## config.mk

```make
export PLATFORM = sky130hd
export DESIGN_NAME = dcc_top
export DESIGN_NICKNAME = d
export VERILOG_FILES = /design/src/logic/dcc_pkg.sv /design/src/logic/dcc_channel.sv /design/src/logic/dcc_sync2.sv /design/src/logic/dcc_top.sv
export SDC_FILE = /design/constraint.sdc
export NUM_CORES = 1
export LEC_CHECK = 0
export BUFFER_PORTS_ARGS = -buffer_cell sky130_fd_sc_hd__buf_2
export CAP_MARGIN = 20
export CORE_AREA = 4 4 104 106
export DETAILED_ROUTE_END_ITERATION = 8
export DIE_AREA = 0 0 108 110
export GPL_TIMING_DRIVEN = 0
export PLACE_DENSITY = 0.51
export SYNTH_ARGS = -nofsm -noshare
export SYNTH_HDL_FRONTEND = slang
export SYNTH_HIERARCHICAL = 1
export SYNTH_SLANG_ARGS = --single-unit
```

## constraint.sdc

```tcl
create_clock -name clk_sys_i -period 4.8 [get_ports clk_sys_i]
set_input_delay 0.48 -clock clk_sys_i [delete_from_list [all_inputs] [get_ports clk_sys_i]]
set_output_delay 0.48 -clock clk_sys_i [all_outputs]
set_load 0.02 [all_outputs]
```

## src/logic/dcc_pkg.sv

```systemverilog
// Package: register map, field layout and timing constants of the comparator control block
package dcc_pkg;
  // ==========================================================
  // Register indices (byte-wide special function registers)
  localparam logic [7:0] DCC_OFF_COMPARATOR_ONE_CONTROL = 8'h00_AC;
  localparam logic [7:0] DCC_OFF_COMPARATOR_TWO_CONTROL = 8'h00_AD;
  localparam logic [7:0] DCC_OFF_P0AD = 8'h00_F6;
  localparam logic [7:0] DCC_OFF_IRQ_STAT = 8'h00_B0;
  localparam logic [7:0] DCC_OFF_IRQ_MASK = 8'h00_B1;
  localparam logic [7:0] DCC_OFF_P0_READ = 8'h00_80;
  // ==========================================================
  // Control register field positions
  localparam int DCC_BIT_ON = 5;
  localparam int DCC_BIT_POS = 4;
  localparam int DCC_BIT_NEG = 3;
  localparam int DCC_BIT_OE = 2;
  localparam int DCC_BIT_RES = 1;
  localparam int DCC_BIT_FLAG = 0;
  localparam logic [7:0] DCC_CTRL_WMASK = 8'h00_3C;
  // ==========================================================
  // Reset values
  localparam logic [7:0] DCC_CTRL_RST = 8'h00_00;
  localparam logic [7:0] DCC_P0AD_RST = 8'h00_00;
  localparam logic [1:0] DCC_MASK_RST = 2'h0;
  // ==========================================================
  // Settling time after enable
  localparam int DCC_CLK_HZ = 20_000_000;
  localparam int DCC_SETTLE_US = 10;
  localparam int DCC_SETTLE_CYC = (DCC_SETTLE_US * (DCC_CLK_HZ / 1_000_000));
  localparam int DCC_SETTLE_W = 8;
  // ==========================================================
  // Per-comparator configuration carried to the channel
  typedef struct packed {
    logic on;
    logic pos_sel;
    logic neg_sel;
    logic oe;
  } dcc_cfg_t;
  // Analog-side inputs of one comparator
  typedef struct packed {
    logic pin_a;
    logic pin_b;
    logic ext_ref;
    logic int_ref;
  } dcc_ain_t;
endpackage

```

## src/logic/dcc_channel.sv

```systemverilog
// One comparator channel: input selection, compare, sync, change flag
`timescale 1ns/1ps
`default_nettype none
module dcc_channel (
  input wire logic clk_sys_i, // System clock
  input wire logic rst_i, // Synchronous reset
  input wire dcc_pkg::dcc_cfg_t cfg_i, // Channel configuration
  input wire dcc_pkg::dcc_ain_t ain_i, // Analog-side levels (digital model)
  input wire logic flag_clr_i, // Software clear of the change flag
  output logic raw_o, // Unsynchronised compare result
  output logic result_o, // Synchronised result
  output logic change_o, // Change flag
  output logic settled_o // Settling time elapsed
);
  import dcc_pkg::*;
  logic pos_lvl;
  logic neg_lvl;
  logic cmp_s;
  logic [DCC_SETTLE_W-1:0] settle_cnt_r;
  // ==========================================================
  // Input selection and compare, modelled on digital levels
  assign pos_lvl = cfg_i.pos_sel ? ain_i.pin_b : ain_i.pin_a;
  assign neg_lvl = cfg_i.neg_sel ? ain_i.int_ref : ain_i.ext_ref;
  assign raw_o = cfg_i.on & pos_lvl & ~neg_lvl;
  // Result crosses into the CPU clock through two flops
  dcc_sync2 u_sync (
    .clk_sys_i(clk_sys_i),
    .rst_i(rst_i),
    .d_i(raw_o),
    .q_o(cmp_s)
  );
  // ==========================================================
  // Result bit, forced low while off
  always_ff @(posedge clk_sys_i) begin
    if (rst_i || !cfg_i.on) begin
      result_o <= 1'b0;
    end else begin
      result_o <= cmp_s;
    end
  end
  // Change flag: set wins over software clear, disable clears outright
  always_ff @(posedge clk_sys_i) begin
    if (rst_i || !cfg_i.on) begin
      change_o <= 1'b0;
    end else if (cmp_s != result_o) begin
      change_o <= 1'b1;
    end else if (flag_clr_i) begin
      change_o <= 1'b0;
    end
  end
  // Settling counter; informs software only, does not gate the result
  always_ff @(posedge clk_sys_i) begin
    if (rst_i || !cfg_i.on) begin
      settle_cnt_r <= '0;
    end else if (settle_cnt_r != DCC_SETTLE_W'(DCC_SETTLE_CYC)) begin
      settle_cnt_r <= settle_cnt_r + 1'b1;
    end
  end
  assign settled_o = (settle_cnt_r == DCC_SETTLE_W'(DCC_SETTLE_CYC));
endmodule
`default_nettype wire

```

## src/logic/dcc_sync2.sv

```systemverilog
// Two-flop synchroniser for a single level
`timescale 1ns/1ps
`default_nettype none
module dcc_sync2 (
  input wire logic clk_sys_i, // System clock
  input wire logic rst_i, // Synchronous reset
  input wire logic d_i, // Asynchronous level
  output logic q_o // Synchronised level
);
  logic meta_r;
  // ==========================================================
  // First stage feeds only the second
  always_ff @(posedge clk_sys_i) begin
    if (rst_i) begin
      meta_r <= 1'b0;
      q_o <= 1'b0;
    end else begin
      meta_r <= d_i;
      q_o <= meta_r;
    end
  end
endmodule
`default_nettype wire

```

## src/logic/dcc_top.sv

```systemverilog
// Top level: dual comparator control registers, port 0 input disable, interrupt
`timescale 1ns/1ps
`default_nettype none
// ==========================================================
module dcc_top (
  input wire logic clk_sys_i, // CPU clock, 20 MHz
  input wire logic rst_i, // Synchronous reset, active high
  input wire logic [7:0] addr_i, // Register address
  input wire logic [7:0] wdata_i, // Write data
  input wire logic wr_i, // Write strobe
  input wire logic rd_i, // Read strobe
  output logic [7:0] rdata_o, // Read data, cycle after strobe
  input wire logic [1:0] comparator_irq_enable_i, // Per-comparator enable bits
  input wire logic global_irq_enable_i, // Global interrupt enable
  input wire dcc_pkg::dcc_ain_t ain1_i, // Comparator one analog levels
  input wire dcc_pkg::dcc_ain_t ain2_i, // Comparator two analog levels
  input wire logic [7:0] port0_pin_i, // Port 0 pin levels (asynchronous)
  output logic [7:0] port0_in_en_o, // Digital input buffer enables
  output logic [1:0] cmp_pin_o, // Comparator output pin levels
  output logic [1:0] cmp_pin_oe_o, // Comparator output pin enables
  output logic [1:0] settled_o, // Settling time elapsed per channel
  output logic irq_o // Level interrupt request
);
  import dcc_pkg::*;
  dcc_cfg_t cfg_r [2];
  dcc_ain_t ain [2];
  logic [7:0] port0_input_disable_r;
  logic [1:0] irq_mask_r;
  logic [1:0] raw;
  logic [1:0] result;
  logic [1:0] change;
  logic [1:0] settled;
  logic [1:0] flag_clr;
  logic [7:0] p0_sync;
  logic [7:0] rdata_nxt;
  logic [1:0] irq_en_s;
  logic gie_s;
  assign ain[0] = ain1_i;
  assign ain[1] = ain2_i;
  // ==========================================================
  // Per-channel control, compare and routing
  for (genvar g = 0; g < 2; g++) begin : g_ch
    localparam logic [7:0] OFF = (g == 0) ? DCC_OFF_COMPARATOR_ONE_CONTROL : DCC_OFF_COMPARATOR_TWO_CONTROL;
    // Software write of the control byte; the result bit is read-only, the flag bit is never set by a write and clears on a zero write
    always_ff @(posedge clk_sys_i) begin
      if (rst_i) begin
        cfg_r[g] <= dcc_cfg_t'(4'h0);
      end else if (wr_i && addr_i == OFF) begin
        cfg_r[g].on <= wdata_i[DCC_BIT_ON];
        cfg_r[g].pos_sel <= wdata_i[DCC_BIT_POS];
        cfg_r[g].neg_sel <= wdata_i[DCC_BIT_NEG];
        cfg_r[g].oe <= wdata_i[DCC_BIT_OE];
      end
    end
    // Writing zero to the flag bit, or one to its bit in the status register, clears it
    assign flag_clr[g] = wr_i && ((addr_i == OFF && !wdata_i[DCC_BIT_FLAG]) ||
                                  (addr_i == DCC_OFF_IRQ_STAT && wdata_i[g]));
    dcc_channel u_ch (
      .clk_sys_i(clk_sys_i),
      .rst_i(rst_i),
      .cfg_i(cfg_r[g]),
      .ain_i(ain[g]),
      .flag_clr_i(flag_clr[g]),
      .raw_o(raw[g]),
      .result_o(result[g]),
      .change_o(change[g]),
      .settled_o(settled[g])
    );
    // Raw result to pin; one flop keeps the output registered
    always_ff @(posedge clk_sys_i) begin
      if (rst_i) begin
        cmp_pin_o[g] <= 1'b0;
        cmp_pin_oe_o[g] <= 1'b0;
      end else begin
        cmp_pin_o[g] <= raw[g] & cfg_r[g].oe;
        cmp_pin_oe_o[g] <= cfg_r[g].on & cfg_r[g].oe;
      end
    end
  end
  // ==========================================================
  // Port 0 input disable register
  always_ff @(posedge clk_sys_i) begin
    if (rst_i) begin
      port0_input_disable_r <= DCC_P0AD_RST;
    end else if (wr_i && addr_i == DCC_OFF_P0AD) begin
      port0_input_disable_r <= wdata_i;
    end
  end
  // Buffer enables leave as flops
  always_ff @(posedge clk_sys_i) begin
    if (rst_i) begin
      port0_in_en_o <= ~DCC_P0AD_RST;
    end else begin
      port0_in_en_o <= ~port0_input_disable_r;
    end
  end
  // Pins cross in through two flops each
  for (genvar b = 0; b < 8; b++) begin : g_p0
    dcc_sync2 u_ps (
      .clk_sys_i(clk_sys_i),
      .rst_i(rst_i),
      .d_i(port0_pin_i[b]),
      .q_o(p0_sync[b])
    );
  end
  // ==========================================================
  // Interrupt mask register
  always_ff @(posedge clk_sys_i) begin
    if (rst_i) begin
      irq_mask_r <= DCC_MASK_RST;
    end else if (wr_i && addr_i == DCC_OFF_IRQ_MASK) begin
      irq_mask_r <= wdata_i[1:0];
    end
  end
  // Enable levels come from the CPU side but may be async in practice
  for (genvar e = 0; e < 2; e++) begin : g_ie
    dcc_sync2 u_es (
      .clk_sys_i(clk_sys_i),
      .rst_i(rst_i),
      .d_i(comparator_irq_enable_i[e]),
      .q_o(irq_en_s[e])
    );
  end
  dcc_sync2 u_gs (
    .clk_sys_i(clk_sys_i),
    .rst_i(rst_i),
    .d_i(global_irq_enable_i),
    .q_o(gie_s)
  );
  // Level request; no clock gating so it still wakes from low power
  always_ff @(posedge clk_sys_i) begin
    if (rst_i) begin
      irq_o <= 1'b0;
    end else begin
      irq_o <= gie_s && |(change & irq_mask_r & irq_en_s);
    end
  end
  // ==========================================================
  // Read mux
  always_comb begin
    rdata_nxt = 8'h00_00;
    unique case (addr_i)
      DCC_OFF_COMPARATOR_ONE_CONTROL, DCC_OFF_COMPARATOR_TWO_CONTROL: begin
        for (int i = 0; i < 2; i++) begin
          if (addr_i == ((i == 0) ? DCC_OFF_COMPARATOR_ONE_CONTROL : DCC_OFF_COMPARATOR_TWO_CONTROL)) begin
            rdata_nxt[DCC_BIT_ON] = cfg_r[i].on;
            rdata_nxt[DCC_BIT_POS] = cfg_r[i].pos_sel;
            rdata_nxt[DCC_BIT_NEG] = cfg_r[i].neg_sel;
            rdata_nxt[DCC_BIT_OE] = cfg_r[i].oe;
            rdata_nxt[DCC_BIT_RES] = result[i];
            rdata_nxt[DCC_BIT_FLAG] = change[i];
          end
        end
      end
      DCC_OFF_P0AD: rdata_nxt = port0_input_disable_r;
      DCC_OFF_IRQ_STAT: rdata_nxt = {6'h00, change};
      DCC_OFF_IRQ_MASK: rdata_nxt = {6'h00, irq_mask_r};
      DCC_OFF_P0_READ: rdata_nxt = p0_sync & ~port0_input_disable_r;
      default: rdata_nxt = 8'h00_00;
    endcase
  end
  // Read data valid only in the cycle after the strobe
  always_ff @(posedge clk_sys_i) begin
    if (rst_i) begin
      rdata_o <= 8'h00_00;
    end else begin
      rdata_o <= rd_i ? rdata_nxt : 8'h00_00;
    end
  end
  // Settling indication for software polling
  always_ff @(posedge clk_sys_i) begin
    if (rst_i) begin
      settled_o <= 2'h0;
    end else begin
      settled_o <= settled;
    end
  end
endmodule
`default_nettype wire

```

After elaboration in Yosys (flattened, before gate mapping)
Memory sizes are Yosys's and may differ from the RTL's.
Cells that the tools add are included.
{ "op_classes": {"n_addsub": 2, "n_eq_ne": 12, "n_mux": 28, "n_bitwise": 23, "reduce_logical": 23} }
{ "op_table": {"columns": ["cell", "n"], "rows": [
  ["8-bit equality test, second input constant", 8],
  ["6-bit one-hot mux with 5 select lines", 1],
  ["1-bit two-way mux", 24],
  ["8-bit by 1-bit adder with 8-bit output, second input constant", 2],
  ["8-bit != test, second input constant", 2],
  ["6-bit two-way mux", 2],
  ["1-bit logical AND", 11],
  ["1-bit AND", 8],
  ["8-bit AND", 1],
  ["8-bit NOT", 1],
  ["1-bit bitwise OR", 8],
  ["2-bit OR reduction", 3],
  ["2-bit AND", 2],
  ["1-bit logical OR", 4],
  ["2-bit one-hot mux with 2 select lines", 1],
  ["2-bit nonzero test", 2],
  ["1-bit logical NOT", 3],
  ["1-bit NOT", 3],
  ["1-bit != test", 2]
]} }
{ "word_totals": {"register_bits": 79, "mem_bits_rw": 8, "inputBits": 39, "output_inout_bits": 23, "word_cells": 131, "mem_count": 1} }
{ "mem_list": {"columns": ["memory", "depth", "word_bits", "rd", "rd_clocked_by_memory_dff", "wr", "line_no", "source"], "rows": [
  ["cfg_r", 2, 4, 2, 0, 2, "dcc_top.sv:25", "dcc_cfg_t cfg_r [2];"]
]} }

Logic depth before layout (Yosys ltp)
{ "depth": {"word_depth": 6, "depth_mapped": 6, "mapped_depth_nobuf": 6} }

Cells and area by module
Netlist, hierarchy kept.
{ "modules_own_cells": {"columns": ["mod", "instances", "cells_per_inst", "area_each_um2", "seq_area_each_um2"], "rows": [
  ["dcc_top", 1, 171, 1686.6, 900.9],
  ["dcc_channel", 2, 57, 505.5, 200.2],
  ["dcc_sync2", 13, 4, 52.6, 40.0]
]} }

Worst setup path after synthesis
Ideal clock, no wire load.
{ "synth_path": {"path_kind": "input -> register", "start": "in addr_i[6]", "end": "mem cfg_r[0][0] (netlist bit) (enable)", "setup_ns": 0.373, "t_arrival_ns": 1.469, "required_ns": 4.427, "path_slack_ns": 2.958, "path_stages": 3, "path_buffers": 0, "cell_sequence": "nand2b_1 -> or3_1 -> o31ai_1"} }
{ "synth_rtl": {"columns": ["item", "line_no", "source"], "rows": [
  ["from (decl)", "dcc_top.sv:8", "input wire logic [7:0] addr_i,"],
  ["to (decl)", "dcc_top.sv:25", null]
]} }

==> results.sh <==
export IMPL_worst_setup_path_end_kind="flop"
export IMPL_ys_warn_count=6
export IMPL_diodes=0
export IMPL_fin_crit_ns=1.92
export IMPL_die_x_um=108
export IMPL_fin_worst_skew_ns=0.0101
export IMPL_ys_types=44
export IMPL_root_buffer="clkbuf_8"
export IMPL_vias=2575
export IMPL_cts_tree="done"
export IMPL_synth_yosys_seq_area_share=0.539
export IMPL_clockBufferDepth=2
export IMPL_clk_latency_ns=0.35
export IMPL_clock_sinks=87
export IMPL_ant_nets=0
export IMPL_hold_depth=2
export IMPL_power_leakage_nw=1.54
export IMPL_fin_nets=451
export IMPL_stdcell_count=546
export IMPL_overflow=0
export IMPL_die_height_um=110
export IMPL_rsz0062_at_grt="false"
export IMPL_status="finished, final reports clean"
export IMPL_hold_buffers=0
export IMPL_p_clk_frac=0.402
export IMPL_arrival_ns=1.91
export IMPL_fp_dieArea_sq_mm=0.0119
export IMPL_maxSlewHeadroom=0.534
export IMPL_start_util=0.346
export IMPL_grtUsageTotal=0.132
export IMPL_fin_area_sq_mm=0.00407
export IMPL_layout_common_cells="dfxtp_1 (79), buf_2 (63), nand2_1 (32)"
export IMPL_syn2layout_area_growth_pct=20.2
export IMPL_avgSynthCellArea_sq_um=10.0
export IMPL_synth_ff_type="dfxtp_1"
export IMPL_dr_wl_met3_um=403
export IMPL_grt_pass1_vias=2449
export IMPL_post_cts_resized=0
export IMPL_layout_drive_gt1_share=0.232
export IMPL_dp_cells=530
export IMPL_fin_setup_tns_ns=0
export IMPL_hold_class="input port to flop"
export IMPL_synth_async_reset_ratio=0
export IMPL_wl_per_cell_um=13.8
export IMPL_path_max_fanout=36
export IMPL_drc=0
export IMPL_grt_pass1_wl_um=12200
export IMPL_pwr_share_comb=0.054
export IMPL_htreeDepth=3
export IMPL_cap_violations=0
export IMPL_fill_cells=952
export IMPL_port_buffers=60
export IMPL_worst_setup_path_start_kind="input port"
export IMPL_drt_wl_total_um=7510
export IMPL_rows=36
export IMPL_drtIter0Drc=90
export IMPL_slew_viol_final=0
export IMPL_path_clk_slew_ns=0.10
export IMPL_p_total_mw=1.39
export IMPL_multi_input_area_sq_mm=0.00147
export IMPL_core_area_sq_mm=0.00977
export IMPL_grt_max_degree=37
export IMPL_p_per_area_mw_per_mm2=341
export IMPL_p_sw_mw=0.328
export IMPL_pre_cts_slack_ns=2.46
export IMPL_gp_congestion=0.776
export IMPL_wl_met2_um=3470
export IMPL_antenna_found_initial=0
export IMPL_io_pins=62
export IMPL_drt_vias_per_instance=4.72
export IMPL_crit_type="input port to flop"
export IMPL_intPower_mw=1.06
export IMPL_mostFrequentLayoutCell="dfxtp_1"
export IMPL_ys_seq_elements=87
export IMPL_cts_post_setup_buffers_inserted=0
export IMPL_max_slew_worst_pin_slew_ns=0.699
export IMPL_setup_viol=0
export IMPL_post_dp_cell_area_sq_mm=0.00385
export IMPL_synth_area_sq_mm=0.00338
export IMPL_r2r_cells=4
export IMPL_finalHoldViolations=0
export IMPL_min_period_over_period=0.399
export IMPL_irDropWorstVdd_mv=0.161
export IMPL_cts_buffers=9
export IMPL_fmax_mhz=522
export IMPL_seq_area_sq_mm=0.00182
export IMPL_fin_ws_ns=2.88
export IMPL_pwr_share_seq=0.545
export IMPL_synth_edff_count=8
export IMPL_synth_cells=337
export IMPL_required_ns=4.79
export IMPL_hpwl_um=5440
export IMPL_synth_fp_nets=380
export IMPL_top_layer="met4"
export IMPL_p_sw_frac=0.236
export IMPL_dr_pass1_iters=5
export IMPL_met1Wirelength_um=3520
critical path, cell delays in order:
cell,delay [ns]
buf_2,0.54
inv_1,0.27
clkbuf_1,0.34
o31ai_1,0.27
stage by stage:
stage          hold slack, ns  utilization
6_report                0.325        0.416
4_1_cts                 0.315        0.416
3_3_place_gp            0.407        0.394
2_1_floorplan           0.379            -
5_1_grt                 0.327        0.416
3_5_place_dp            0.402        0.394
power by group through the flow:
stage | registers [mW] | clock network, mW | logic (mW)
3_3_place_gp | 0.772 | 0 | 0.0742
3_5_place_dp | 0.773 | 0 | 0.0755
2_1_floorplan | 0.772 | 0 | 0.0378
5_1_grt | 0.758 | 0.607 | 0.0832
6_report | 0.755 | 0.557 | 0.0745
4_1_cts | 0.756 | 0.574 | 0.0756
cell type report:
cell class / count / area share
sequential: 87 / 0.448
multi-input combinational: 231 / 0.361
timing repair buffer: 60 / 0.0739
tap: 133 / 0.0409
clock buffer: 10 / 0.0366
clock inverter: 6 / 0.0169
buffer: 8 / 0.0120
inverter: 11 / 0.0102
state kept, by name, indices dropped and copies added, names as in the netlist, 8 cells and up:
signal and flops:
cfg_r 8, g_ch.u_ch/settle_cnt_r 16, g_p0.u_ps/meta_r 8, g_p0.u_ps/q_o 8, port0_in_en_o 8, port0_input_disable_r 8, rdata_o 8
kinds of logic after synthesis:
| kind of cell | synth area share |
|---|---|
| xor gates and xnor gates | 0.0207 |
| muxes | 0.0403 |
| and+or+nand+nor | 0.277 |
| DFF | 0.539 |
| AOI/OAI and AO/OA | 0.0814 |
| buffers and inverters | 0.0266 |
| adders and majority gates | 0.0148 |
final timing paths:
kind	startpoint	slack, ns	endpoint
min	port0_pin_i[7]	0.32	g_p0[7].u_ps/meta_r
max reg2reg	cfg_r[0][3]	3.49	g_ch[0].u_ch/settle_cnt_r[7]
min reg2reg	port0_input_disable_r[7]	0.42	port0_in_en_o[7]
max	rst_i	2.88	cfg_r[0][0]
Yosys cell counts (6+ instances only):
| library cell | count | share of area |
|---|---|---|
| inv_1 | 11 | 0.012 |
| nand2b_1 | 6 | 0.011 |
| nor3_1 | 7 | 0.010 |
| and2_1 | 10 | 0.019 |
| nand3_1 | 18 | 0.027 |
| a21oi_1 | 29 | 0.043 |
| o21ai_0 | 6 | 0.0089 |
| nand2_1 | 32 | 0.036 |
| nor2b_1 | 30 | 0.056 |
| edfxtp_1 | 8 | 0.071 |
| dfxtp_1 | 79 | 0.47 |
| nor2_1 | 14 | 0.016 |
| mux2i_1 | 8 | 0.024 |
routing by layer:
| layer | up-vias | global-route usage |
|---|---|---|
| li1 | 1319 | - |
| met1 | 1171 | 0.180 |
| met3 | 11 | 0.0256 |
| met2 | 74 | 0.204 |
| met4 | 0 | 0.0613 |
| met5 | - | 0 |
No activity file was read; power rests on OpenSTA's default activity.
